## src/core/pbsc_pkg.sv

```systemverilog
// Package with the constants, codes and types of the peripheral bus and system block
package pbsc_pkg;
    // Address map of the peripheral region and system registers
    localparam logic [3:0] PER_REGION = 4'h7;
    localparam logic [3:0] SYS_SLOT = 4'h0;
    localparam logic [15:0] SYS_CTL_ADDR = 16'h7018;
    localparam logic [15:0] SYS_STS_ADDR = 16'h701a;
    localparam logic [15:0] SYS_VEC_ADDR = 16'h701e;
    localparam int NUM_SLOTS = 16;
    // Control register field positions and reset values
    localparam int CTL_RST_HI = 15;
    localparam int CTL_RST_LO = 14;
    localparam int CTL_CLK_HI = 7;
    localparam int CTL_CLK_LO = 6;
    localparam logic [1:0] RST_NO_ACTION = 2'h1;
    localparam logic [1:0] CLK_SEL_RESET = 2'h0;
    // Status register field positions and reset values
    localparam int STS_POR = 15;
    localparam int STS_BAD = 12;
    localparam int STS_SW = 10;
    localparam int STS_WD = 9;
    localparam int STS_HPO = 5;
    localparam int STS_VCCA = 3;
    localparam int STS_VEC = 0;
    localparam logic STS_VCCA_RESET = 1'h1;
    localparam logic STS_VEC_RESET = 1'h0;
    localparam logic [7:0] VEC_RESET = 8'h00;
    // Clock output pin functions
    localparam logic [1:0] CK_IO = 2'h0;
    localparam logic [1:0] CK_WDOG = 2'h1;
    localparam logic [1:0] CK_SYS = 2'h2;
    localparam logic [1:0] CK_CPU = 2'h3;
    // Timing counts in CPU cycles
    localparam logic [2:0] PERIOD_2X = 3'h2;
    localparam logic [2:0] PERIOD_4X = 3'h4;
    localparam int DIR_WR_CYCLES = 2;
    // Access sequencer states
    typedef enum logic [2:0] {
        ST_IDLE = 3'b001,
        ST_PER = 3'b010,
        ST_DIRW = 3'b100
    } pbsc_state_type;
endpackage : pbsc_pkg

```

## src/core/pbsc_link_if.sv

```systemverilog
// Interface joining the core with its clock divider and address decoder
`timescale 1ns/1ns
interface pbsc_link_if;
    logic mode_4x;
    logic [2:0] period;
    logic [1:0] phase;
    logic pclk_en;
    logic [15:0] addr;
    logic is_per;
    logic [15:0] per_sel;
    logic sel_ctl;
    logic sel_sts;
    logic sel_vec;
    logic bad_addr;
    modport div (input mode_4x, output period, phase, pclk_en);
    modport dec (input addr, output is_per, per_sel, sel_ctl, sel_sts, sel_vec, bad_addr);
    modport core (output mode_4x, addr, input period, phase, pclk_en, is_per, per_sel, sel_ctl, sel_sts,
        sel_vec, bad_addr);
endinterface : pbsc_link_if

```

## src/core/pbsc_top.sv

```systemverilog
// Peripheral bus interface and system configuration registers
`timescale 1ns/1ns
module pbsc_top #(
    parameter int NUM_PERIPH = 15,
    parameter logic [15:0] PRESENT = 16'hfffe,
    parameter logic [15:0] PERIPH_IS8 = 16'h0000
) (
    // Clock and reset
    input wire logic sys_clk,
    input wire logic rst_n,
    // Clock mode
    input wire logic clk_mode_4x,
    // CPU data bus
    input wire logic cpu_req,
    input wire logic cpu_we,
    input wire logic [15:0] cpu_addr,
    input wire logic [15:0] cpu_wdata,
    output logic [15:0] cpu_rdata,
    output logic cpu_ready,
    // Peripheral bus
    output logic [15:0] pb_sel,
    output logic [7:0] pb_addr,
    output logic pb_we,
    output logic [15:0] pb_wdata,
    output logic pb_strobe,
    input wire logic [15:0] pb_rdata,
    // Interrupt vector from peripheral
    input wire logic pb_vec_valid,
    input wire logic [7:0] pb_vec_data,
    // Reset causes and global reset
    input wire logic por_event,
    input wire logic wd_overflow,
    input wire logic prog_bad_addr,
    output logic global_reset_req,
    // Supply pins
    input wire logic program_voltage_pin,
    input wire logic analog_supply_bad,
    // Clock output pin sources
    input wire logic gpio_out_val,
    input wire logic watchdog_clock,
    input wire logic cpu_clock,
    output logic clock_output_pin,
    output logic clk_out_is_io
);
    ////////////////////////////////////////////////////////////////////////////
    // Parameter checks

    if (NUM_PERIPH < 1 || NUM_PERIPH > pbsc_pkg::NUM_SLOTS - 1)
    begin : g_bad_num
        $error("NUM_PERIPH must lie between 1 and 15");
    end
    if (PRESENT[0])
    begin : g_bad_present
        $error("Slot 0 holds the system registers");
    end

    ////////////////////////////////////////////////////////////////////////////
    // Declarations

    pbsc_link_if lnk ();
    pbsc_pkg::pbsc_state_type state_ff;
    pbsc_pkg::pbsc_state_type nxt_state;
    logic [3:0] cnt_ff;
    logic [3:0] nxt_cnt;
    logic b2b_ff;
    logic we_ff;
    logic [15:0] addr_ff;
    logic [15:0] cpu_rdata_ff;
    logic [15:0] pb_sel_ff;
    logic [7:0] pb_addr_ff;
    logic pb_we_ff;
    logic [15:0] pb_wdata_ff;
    logic pb_strobe_ff;
    logic grst_ff;
    logic [1:0] clk_sel_ff;
    logic por_ff;
    logic bad_ff;
    logic sw_ff;
    logic wd_ff;
    logic hpo_ff;
    logic rel_ff;
    logic vcca_ff;
    logic vector_read_pending_ff;
    logic [7:0] vec_ff;
    logic clk_pin_ff;
    logic start;
    logic per_start;
    logic per_done;
    logic take_data;
    logic wr_commit;
    logic sw_trig;
    logic bad_trig;
    logic vec_read;
    logic [15:0] sys_rdata;
    logic [15:0] per_rdata;
    logic [3:0] slot_ff;
    logic sys_clk_level;

    ////////////////////////////////////////////////////////////////////////////
    // Divider and decoder

    assign lnk.mode_4x = clk_mode_4x;
    // Decode the live address when idle, the held one during an access
    assign lnk.addr = (state_ff == pbsc_pkg::ST_IDLE) ? cpu_addr : addr_ff;

    pbsc_clkdiv u_div (
        .sys_clk(sys_clk),
        .rst_n(rst_n),
        .lnk(lnk.div)
    );

    pbsc_decode #(
        .PRESENT(PRESENT)
    ) u_dec (
        .lnk(lnk.dec)
    );

    ////////////////////////////////////////////////////////////////////////////
    // Access sequencer

    // Events of the sequencer
    assign start = (state_ff == pbsc_pkg::ST_IDLE) && cpu_req;
    assign per_start = start && lnk.is_per;
    assign per_done = (state_ff == pbsc_pkg::ST_PER) && (cnt_ff == 4'h0);
    assign take_data = (state_ff == pbsc_pkg::ST_PER) && (cnt_ff == 4'h1);
    assign wr_commit = per_done && we_ff;
    assign slot_ff = addr_ff[11:8];

    // Ready: direct read in the request cycle, others at their last cycle
    always_comb
    begin
        case (state_ff)
            pbsc_pkg::ST_IDLE: cpu_ready = cpu_req && !cpu_we && !lnk.is_per;
            pbsc_pkg::ST_PER: cpu_ready = (cnt_ff == 4'h0);
            pbsc_pkg::ST_DIRW: cpu_ready = 1'b1;
            default: cpu_ready = 1'b0;
        endcase
    end

    // Remaining cycles after the request cycle, minus the ready cycle
    always_comb
    begin
        nxt_state = state_ff;
        nxt_cnt = cnt_ff;
        case (state_ff)
            pbsc_pkg::ST_IDLE:
            begin
                if (per_start)
                begin
                    nxt_state = pbsc_pkg::ST_PER;
                    if (b2b_ff)
                        nxt_cnt = {lnk.period, 1'b0} - 4'h2;
                    else
                        nxt_cnt = {1'b0, lnk.period} - {2'h0, lnk.phase} + {1'b0, lnk.period}
                                  + {3'h0, cpu_we} - 4'h2;
                end
                else if (start && cpu_we)
                begin
                    nxt_state = pbsc_pkg::ST_DIRW;
                end
            end
            pbsc_pkg::ST_PER:
            begin
                if (cnt_ff == 4'h0)
                    nxt_state = pbsc_pkg::ST_IDLE;
                else
                    nxt_cnt = cnt_ff - 4'h1;
            end
            pbsc_pkg::ST_DIRW:
            begin
                nxt_state = pbsc_pkg::ST_IDLE;
            end
            default:
            begin
                nxt_state = pbsc_pkg::ST_IDLE;
                nxt_cnt = 4'h0;
            end
        endcase
    end

    // State and counter
    always_ff @(posedge sys_clk or negedge rst_n)
    begin
        if (!rst_n)
        begin
            state_ff <= pbsc_pkg::ST_IDLE;
            cnt_ff <= 4'h0;
        end
        else
        begin
            state_ff <= nxt_state;
            cnt_ff <= nxt_cnt;
        end
    end

    // A peripheral access that follows straight on from another
    always_ff @(posedge sys_clk or negedge rst_n)
    begin
        if (!rst_n)
            b2b_ff <= 1'b0;
        else if (per_done)
            b2b_ff <= 1'b1;
        else if (state_ff == pbsc_pkg::ST_IDLE)
            b2b_ff <= 1'b0;
    end

    // Request capture
    always_ff @(posedge sys_clk or negedge rst_n)
    begin
        if (!rst_n)
        begin
            we_ff <= 1'b0;
            addr_ff <= 16'h0000;
        end
        else if (per_start)
        begin
            we_ff <= cpu_we;
            addr_ff <= cpu_addr;
        end
    end

    ////////////////////////////////////////////////////////////////////////////
    // Peripheral bus drive

    // Select, address and write data held for the whole access
    always_ff @(posedge sys_clk or negedge rst_n)
    begin
        if (!rst_n)
        begin
            pb_sel_ff <= 16'h0000;
            pb_addr_ff <= 8'h00;
            pb_we_ff <= 1'b0;
            pb_wdata_ff <= 16'h0000;
        end
        else if (per_start)
        begin
            pb_sel_ff <= lnk.per_sel & PRESENT;
            pb_addr_ff <= {cpu_addr[7:1], 1'b0};
            pb_we_ff <= cpu_we;
            if (PERIPH_IS8[cpu_addr[11:8]])
                pb_wdata_ff <= {8'h00, cpu_wdata[7:0]};
            else
                pb_wdata_ff <= cpu_wdata;
        end
        else if (per_done)
        begin
            pb_sel_ff <= 16'h0000;
            pb_we_ff <= 1'b0;
        end
    end

    // Transfer strobe in the last cycle, ending on the peripheral edge for reads, one cycle after it for writes; back to back, aligned as the access before
    always_ff @(posedge sys_clk or negedge rst_n)
    begin
        if (!rst_n)
            pb_strobe_ff <= 1'b0;
        else
            pb_strobe_ff <= take_data;
    end

    ////////////////////////////////////////////////////////////////////////////
    // Read data

    // System register read image, reserved bits as zero
    always_comb
    begin
        sys_rdata = 16'h0000;
        if (lnk.sel_ctl)
            sys_rdata[pbsc_pkg::CTL_CLK_HI:pbsc_pkg::CTL_CLK_LO] = clk_sel_ff;
        if (lnk.sel_sts)
        begin
            sys_rdata[pbsc_pkg::STS_POR] = por_ff;
            sys_rdata[pbsc_pkg::STS_BAD] = bad_ff;
            sys_rdata[pbsc_pkg::STS_SW] = sw_ff;
            sys_rdata[pbsc_pkg::STS_WD] = wd_ff;
            sys_rdata[pbsc_pkg::STS_HPO] = hpo_ff;
            sys_rdata[pbsc_pkg::STS_VCCA] = vcca_ff;
            sys_rdata[pbsc_pkg::STS_VEC] = vector_read_pending_ff;
        end
        if (lnk.sel_vec)
            sys_rdata = {8'h00, vec_ff};
    end

    // Byte-wide peripherals read in the low byte
    assign per_rdata = PERIPH_IS8[slot_ff] ? {8'h00, pb_rdata[7:0]} : pb_rdata;

    // Read data caught the cycle before ready; an absent slot reads the empty system image
    always_ff @(posedge sys_clk or negedge rst_n)
    begin
        if (!rst_n)
            cpu_rdata_ff <= 16'h0000;
        else if (take_data && !we_ff)
            cpu_rdata_ff <= (slot_ff == pbsc_pkg::SYS_SLOT || pb_sel_ff == 16'h0000) ? sys_rdata : per_rdata;
    end

    ////////////////////////////////////////////////////////////////////////////
    // System control register

    // Soft reset on any pair other than the no-action code
    assign sw_trig = wr_commit && lnk.sel_ctl
                     && (rst_pair(pb_wdata_ff) != pbsc_pkg::RST_NO_ACTION);
    assign bad_trig = (per_start && lnk.bad_addr) || prog_bad_addr;
    assign vec_read = per_done && !we_ff && lnk.sel_vec;

    // Soft reset pair from the held write data, passed in so the assign sees it change
    function automatic logic [1:0] rst_pair(input logic [15:0] w);
        rst_pair = w[pbsc_pkg::CTL_RST_HI:pbsc_pkg::CTL_RST_LO];
    endfunction : rst_pair

    // Clock select field
    always_ff @(posedge sys_clk or negedge rst_n)
    begin
        if (!rst_n)
            clk_sel_ff <= pbsc_pkg::CLK_SEL_RESET;
        else if (wr_commit && lnk.sel_ctl)
            clk_sel_ff <= pb_wdata_ff[pbsc_pkg::CTL_CLK_HI:pbsc_pkg::CTL_CLK_LO];
    end

    // Global reset request pulse
    always_ff @(posedge sys_clk or negedge rst_n)
    begin
        if (!rst_n)
            grst_ff <= 1'b0;
        else
            grst_ff <= sw_trig || bad_trig;
    end

    ////////////////////////////////////////////////////////////////////////////
    // Reset cause flags, kept through reset

    // Set wins over a clear-by-one write
    always_ff @(posedge sys_clk)
    begin
        if (por_event)
            por_ff <= 1'b1;
        else if (wr_commit && lnk.sel_sts && pb_wdata_ff[pbsc_pkg::STS_POR])
            por_ff <= 1'b0;
        if (bad_trig)
            bad_ff <= 1'b1;
        else if (wr_commit && lnk.sel_sts && pb_wdata_ff[pbsc_pkg::STS_BAD])
            bad_ff <= 1'b0;
        if (sw_trig)
            sw_ff <= 1'b1;
        else if (wr_commit && lnk.sel_sts && pb_wdata_ff[pbsc_pkg::STS_SW])
            sw_ff <= 1'b0;
        if (wd_overflow)
            wd_ff <= 1'b1;
        else if (wr_commit && lnk.sel_sts && pb_wdata_ff[pbsc_pkg::STS_WD])
            wd_ff <= 1'b0;
    end

    ////////////////////////////////////////////////////////////////////////////
    // Protect override and analog supply

    // Pin caught once on the first edge after reset release
    always_ff @(posedge sys_clk or negedge rst_n)
    begin
        if (!rst_n)
        begin
            rel_ff <= 1'b0;
            hpo_ff <= 1'b0;
        end
        else if (!rel_ff)
        begin
            rel_ff <= 1'b1;
            hpo_ff <= program_voltage_pin;
        end
        else if (!program_voltage_pin)
            hpo_ff <= 1'b0;
        else if (wr_commit && lnk.sel_sts && pb_wdata_ff[pbsc_pkg::STS_HPO])
            hpo_ff <= 1'b0;
    end

    // Supply status follows its pin
    always_ff @(posedge sys_clk or negedge rst_n)
    begin
        if (!rst_n)
            vcca_ff <= pbsc_pkg::STS_VCCA_RESET;
        else
            vcca_ff <= analog_supply_bad;
    end

    ////////////////////////////////////////////////////////////////////////////
    // Interrupt vector latch

    // Offset from the acknowledged peripheral
    always_ff @(posedge sys_clk or negedge rst_n)
    begin
        if (!rst_n)
            vec_ff <= pbsc_pkg::VEC_RESET;
        else if (pb_vec_valid)
            vec_ff <= pb_vec_data;
    end

    // Pending flag, a new vector wins over the read that clears it
    always_ff @(posedge sys_clk or negedge rst_n)
    begin
        if (!rst_n)
            vector_read_pending_ff <= pbsc_pkg::STS_VEC_RESET;
        else if (pb_vec_valid)
            vector_read_pending_ff <= 1'b1;
        else if (vec_read)
            vector_read_pending_ff <= 1'b0;
    end

    ////////////////////////////////////////////////////////////////////////////
    // Clock output pin

    // Peripheral clock high for the first half of its period
    assign sys_clk_level = ({lnk.phase, 1'b0} < lnk.period);

    always_ff @(posedge sys_clk or negedge rst_n)
    begin
        if (!rst_n)
            clk_pin_ff <= 1'b0;
        else
        begin
            case (clk_sel_ff)
                pbsc_pkg::CK_IO: clk_pin_ff <= gpio_out_val;
                pbsc_pkg::CK_WDOG: clk_pin_ff <= watchdog_clock;
                pbsc_pkg::CK_SYS: clk_pin_ff <= sys_clk_level;
                pbsc_pkg::CK_CPU: clk_pin_ff <= cpu_clock;
                default: clk_pin_ff <= 1'b0;
            endcase
        end
    end

    ////////////////////////////////////////////////////////////////////////////
    // Outputs

    assign cpu_rdata = cpu_rdata_ff;
    assign pb_sel = pb_sel_ff;
    assign pb_addr = pb_addr_ff;
    assign pb_we = pb_we_ff;
    assign pb_wdata = pb_wdata_ff;
    assign pb_strobe = pb_strobe_ff;
    assign global_reset_req = grst_ff;
    assign clock_output_pin = clk_pin_ff;
    assign clk_out_is_io = (clk_sel_ff == pbsc_pkg::CK_IO);
endmodule : pbsc_top

```

## src/core/pbsc_clkdiv.sv

```systemverilog
// Peripheral clock phase counter and enable pulse
`timescale 1ns/1ns
module pbsc_clkdiv (
    // Clock and reset
    input wire logic sys_clk,
    input wire logic rst_n,
    // Link to core
    pbsc_link_if.div lnk
);
    logic [1:0] phase_ff;
    logic [2:0] period;

    // Divide by two or by four
    assign period = lnk.mode_4x ? pbsc_pkg::PERIOD_4X : pbsc_pkg::PERIOD_2X;

    // Phase 0 is the cycle right after a peripheral clock edge
    always_ff @(posedge sys_clk or negedge rst_n)
    begin
        if (!rst_n)
            phase_ff <= 2'h0;
        else if ({1'b0, phase_ff} >= period - 3'h1)
            phase_ff <= 2'h0;
        else
            phase_ff <= phase_ff + 2'h1;
    end

    assign lnk.period = period;
    assign lnk.phase = phase_ff;
    assign lnk.pclk_en = ({1'b0, phase_ff} == period - 3'h1);
endmodule : pbsc_clkdiv

```

## src/core/pbsc_decode.sv

```systemverilog
// Address decoder for the peripheral region and system registers
`timescale 1ns/1ns
module pbsc_decode #(
    parameter logic [15:0] PRESENT = 16'hfffe
) (
    // Link to core
    pbsc_link_if.dec lnk
);
    // Word match with address bit 0 ignored
    function automatic logic word_hit(input logic [15:0] a, input logic [15:0] r);
        word_hit = (a[15:1] == r[15:1]);
    endfunction : word_hit

    logic [3:0] slot;
    logic in_sys;

    assign lnk.is_per = (lnk.addr[15:12] == pbsc_pkg::PER_REGION);
    assign slot = lnk.addr[11:8];
    assign in_sys = lnk.is_per && (slot == pbsc_pkg::SYS_SLOT);
    // System registers
    assign lnk.sel_ctl = word_hit(lnk.addr, pbsc_pkg::SYS_CTL_ADDR);
    assign lnk.sel_sts = word_hit(lnk.addr, pbsc_pkg::SYS_STS_ADDR);
    assign lnk.sel_vec = word_hit(lnk.addr, pbsc_pkg::SYS_VEC_ADDR);
    // One select per peripheral slot, system slot kept internal
    assign lnk.per_sel = (lnk.is_per && !in_sys) ? (16'h0001 << slot) : 16'h0000;
    // Unimplemented location inside the region
    assign lnk.bad_addr = in_sys ? !(lnk.sel_ctl || lnk.sel_sts || lnk.sel_vec)
                                 : (lnk.is_per && !PRESENT[slot]);
endmodule : pbsc_decode

```

## config.mk

```make
export PLATFORM = sky130hd
export DESIGN_NAME = pbsc_top
export DESIGN_NICKNAME = d
export VERILOG_FILES = /design/src/core/pbsc_pkg.sv /design/src/core/pbsc_link_if.sv /design/src/core/pbsc_top.sv /design/src/core/pbsc_clkdiv.sv /design/src/core/pbsc_decode.sv
export SDC_FILE = /design/constraint.sdc
export NUM_CORES = 1
export LEC_CHECK = 0
export BUFFER_PORTS_ARGS = -buffer_cell sky130_fd_sc_hd__buf_4
export CAP_MARGIN = 10
export CORE_ASPECT_RATIO = 0.7
export CORE_UTILIZATION = 30
export DETAILED_ROUTE_END_ITERATION = 10
export GPL_ROUTABILITY_DRIVEN = 1
export PLACE_DENSITY = 0.56
export SYNTH_ARGS = -nofsm -noshare
export SYNTH_HDL_FRONTEND = slang
export SYNTH_SLANG_ARGS = --single-unit
```

## constraint.sdc

```tcl
create_clock -name sys_clk -period 3.7 [get_ports sys_clk]
set_input_delay 0.37 -clock sys_clk [delete_from_list [all_inputs] [get_ports sys_clk]]
set_output_delay 0.37 -clock sys_clk [all_outputs]
set_load 0.01 [all_outputs]
```

==> results.ini <==
[worst_setup_path]
rrSetupSlack_ns = 1.15
cp.required_ns = 3.93
reg2regPathDepth = 7
path_max_fanout = 34
arrival_ns = 2.78
crit_path_start_kind = flip-flop
worstSetupEndpointType = flip-flop
path_class = reg -> reg

[placement]
placed_cell_area_mm2 = 0.00550
numPortBuffers = 128
place_congestion = 0.854
dp_worst_setup_slack_ns = 1.15
hpwl_um = 8880

[synth]
ys.flop_type = dfrtp_1
synth_area_leaders = dfrtp_1 50%, nand2_1 9.6%, mux2_2 3.6%, o21ai_0 2.6%, nand4_1 2.5%
yosysTopAreaCell = dfrtp_1
synth_cells = 455
yosysSeqAreaShare_pct = 53.2
synth.most_common_cell = nand2_1
synth_edf_count = 0
ys_warn_count = 0
async_flop_share_pct = 95.8
synth_area_per_cell_um2 = 9.75
synth_top_area_share_pct = 50.2
synth_area_mm2 = 0.00444
netlist_top_cells_count = 114 x nand2_1, 89 x dfrtp_1, 23 x o21ai_0
yosys.cell_types.count = 57
synth-seq-cells = 95

[grt]
grt_pass1_wl_um = 18800
grt-ovfl-total = 0
grt_pass1_vias = 3568
grt_usage_pct = 15.8
grt_antenna_before_repair = 0
grt_max_degree = 54

[timing]
tightest_slew_ns = 0.778
slew_headroom_pct = 48.1
hold_viol_final = 0
min_period_ns = 2.55
fin_skew_ns = 0.00619
period_share_pct = 68.8
setup_ws_ns = 1.15
timing.setup.tns_ns = 0
setup_viol = 0
rsz0062_at_grt = no
whs_ns = 0.0530
fmaxAchievable_ghz = 0.393
slew_violations = 0

[floorplanning]
design.die.area_mm2 = 0.0153
dieWidth_um = 147
rows = 36
ios = 132
die_h_um = 104
core_mm2 = 0.0142
start_util_pct = 31.3

[clocking]
cts_tree = built
holdBufCountCts = 0
cts_resized = 0
clock_sinks = 95
clk_latency_ns = 0.34
clkTransAtPathRegs_ns = 0.07
post-cts-setup-buffers = 0
clockBufferDepth = 2
h-tree-depth = 3
cts_buffers = 9
clock-root-buffer = clkbuf_16

[power_and_ir_drop]
power.share.combinational_pct = 22.7
seqPwrFrac_pct = 44.9
power_density_mw_per_mm2 = 499
p_int_mw = 2.01
power_frac_clock_pct = 32.4
switching_share_pct = 30.4
ir_worst_vdd_v = 0.000226
switchingPower_mw = 0.881
leakage_nw = 2.87

[cells_and_area]
multi_input_area_mm2 = 0.00184
seqCellArea_mm2 = 0.00236
areaGrowthSynthToFinish_pct = 30.6
final_nets = 647
layout-drive-gt1-share_pct = 31.0
final_util_pct = 40.8
fillers = 1415
n_antenna_cell = 0
fin_area_mm2 = 0.00579

[drt]
wl_per_cell_um = 15.3
drc_errors = 0
routed_via_density = 4.77
first_pass_iters = 4
drtIter0Drc = 248
wirelength_um = 11700
num_vias = 3649
antenna_left = 0

[run]
maxCapViolations = 0

[min_path]
hp-class = in -> async

[status]
status = complete, no violations

layout make-up:
cell class / instances / share of cell area, %
flip-flops and latches: 95 / 40.7
multi-input cells: 315 / 31.7
repair buffers: 133 / 17.2
well taps: 190 / 4.10
clock buffers: 10 / 3.95
clock inverters: 6 / 1.21
inverters: 16 / 1.04
power by group through the flow:
stage | Combinational (mW) | Sequential [mW] | Clock [mW]
after global placement | 0.652 | 1.31 | 0
final | 0.657 | 1.30 | 0.937
after global routing | 0.743 | 1.32 | 1.00
after CTS | 0.667 | 1.30 | 0.967
after floorplan | 0.366 | 1.31 | 0
after detailed placement | 0.665 | 1.32 | 0
placed cells by master (no fill, tap or decap), types with 4 or more instances in the layout:
master,count
nand2b_1,8
clkbuf_16,9
a22o_1,5
a21o_1,5
dfrtp_1,89
a21oi_1,22
nand4_1,18
o22ai_1,4
nand2_1,114
dfxtp_1,4
ha_1,6
nor3_1,5
buf_4,133
mux2_2,14
nor4_1,4
inv_1,16
a22oi_1,5
nor2b_1,5
o21ai_0,23
nor2_1,21
and3_1,4
nand3_1,7
flip-flops by register name, indices dropped and copies added (netlist names), 2 cells and up:
signal,cells
state_ff,3
u_div.lnk.phase,2
cnt_ff,4
vec_ff,8
pb_sel,15
cpu_rdata,16
pb_wdata,16
clk_sel_ff,2
addr_ff,15
through the flow:
step           total power [mW]  std cells
6_report                   2.89        765
5_1_grt                    3.06        765
4_1_cts                    2.93        765
3_5_place_dp               1.98        749
3_3_place_gp               1.96        749
2_1_floorplan              1.68        456
cell families after synthesis:
| group | share of synthesized area, % |
|---|---|
| and+or+nand+nor | 22.8 |
| DFF | 53.2 |
| AOI/OAI and AO/OA | 11.4 |
| buffers and inverters | 5.44 |
| muxes | 4.68 |
| adders and majority gates | 2.14 |
| other | 0.169 |
| xor gates and xnor gates | 0.197 |
final timing paths:
check | from | endpoint
worst max-delay path | state_ff[0] | cnt_ff[1]
worst min-delay path | rst_n | u_div.lnk.phase[1]
worst max register to register | state_ff[0] | cnt_ff[1]
worst min register to register | rel_ff | hpo_ff
max in group asynchronous | rst_n | state_ff[0]
min in group sys_clk | analog_supply_bad | vcca_ff
critical path: stages (launching register included):
cell and delay (ns):
dfstp_2 0.61, nor3b_2 0.47, buf_4 0.29, nand3_2 0.08, buf_4 0.26, a21oi_1 0.17, o21ai_0 0.22, mux2_2 0.34
metal layers:
| metal | vias up | global-route usage [%] | routed length, um |
|---|---|---|---|
| met5 | - | 0 | 0 |
| met4 | 0 | 4.42 | 117 |
| met3 | 11 | 4.71 | 896 |
| met2 | 114 | 23.8 | 5210 |
| met1 | 1743 | 22.0 | 5470 |
| li1 | 1781 | - | - |
Power figures use the tool's default switching activity.
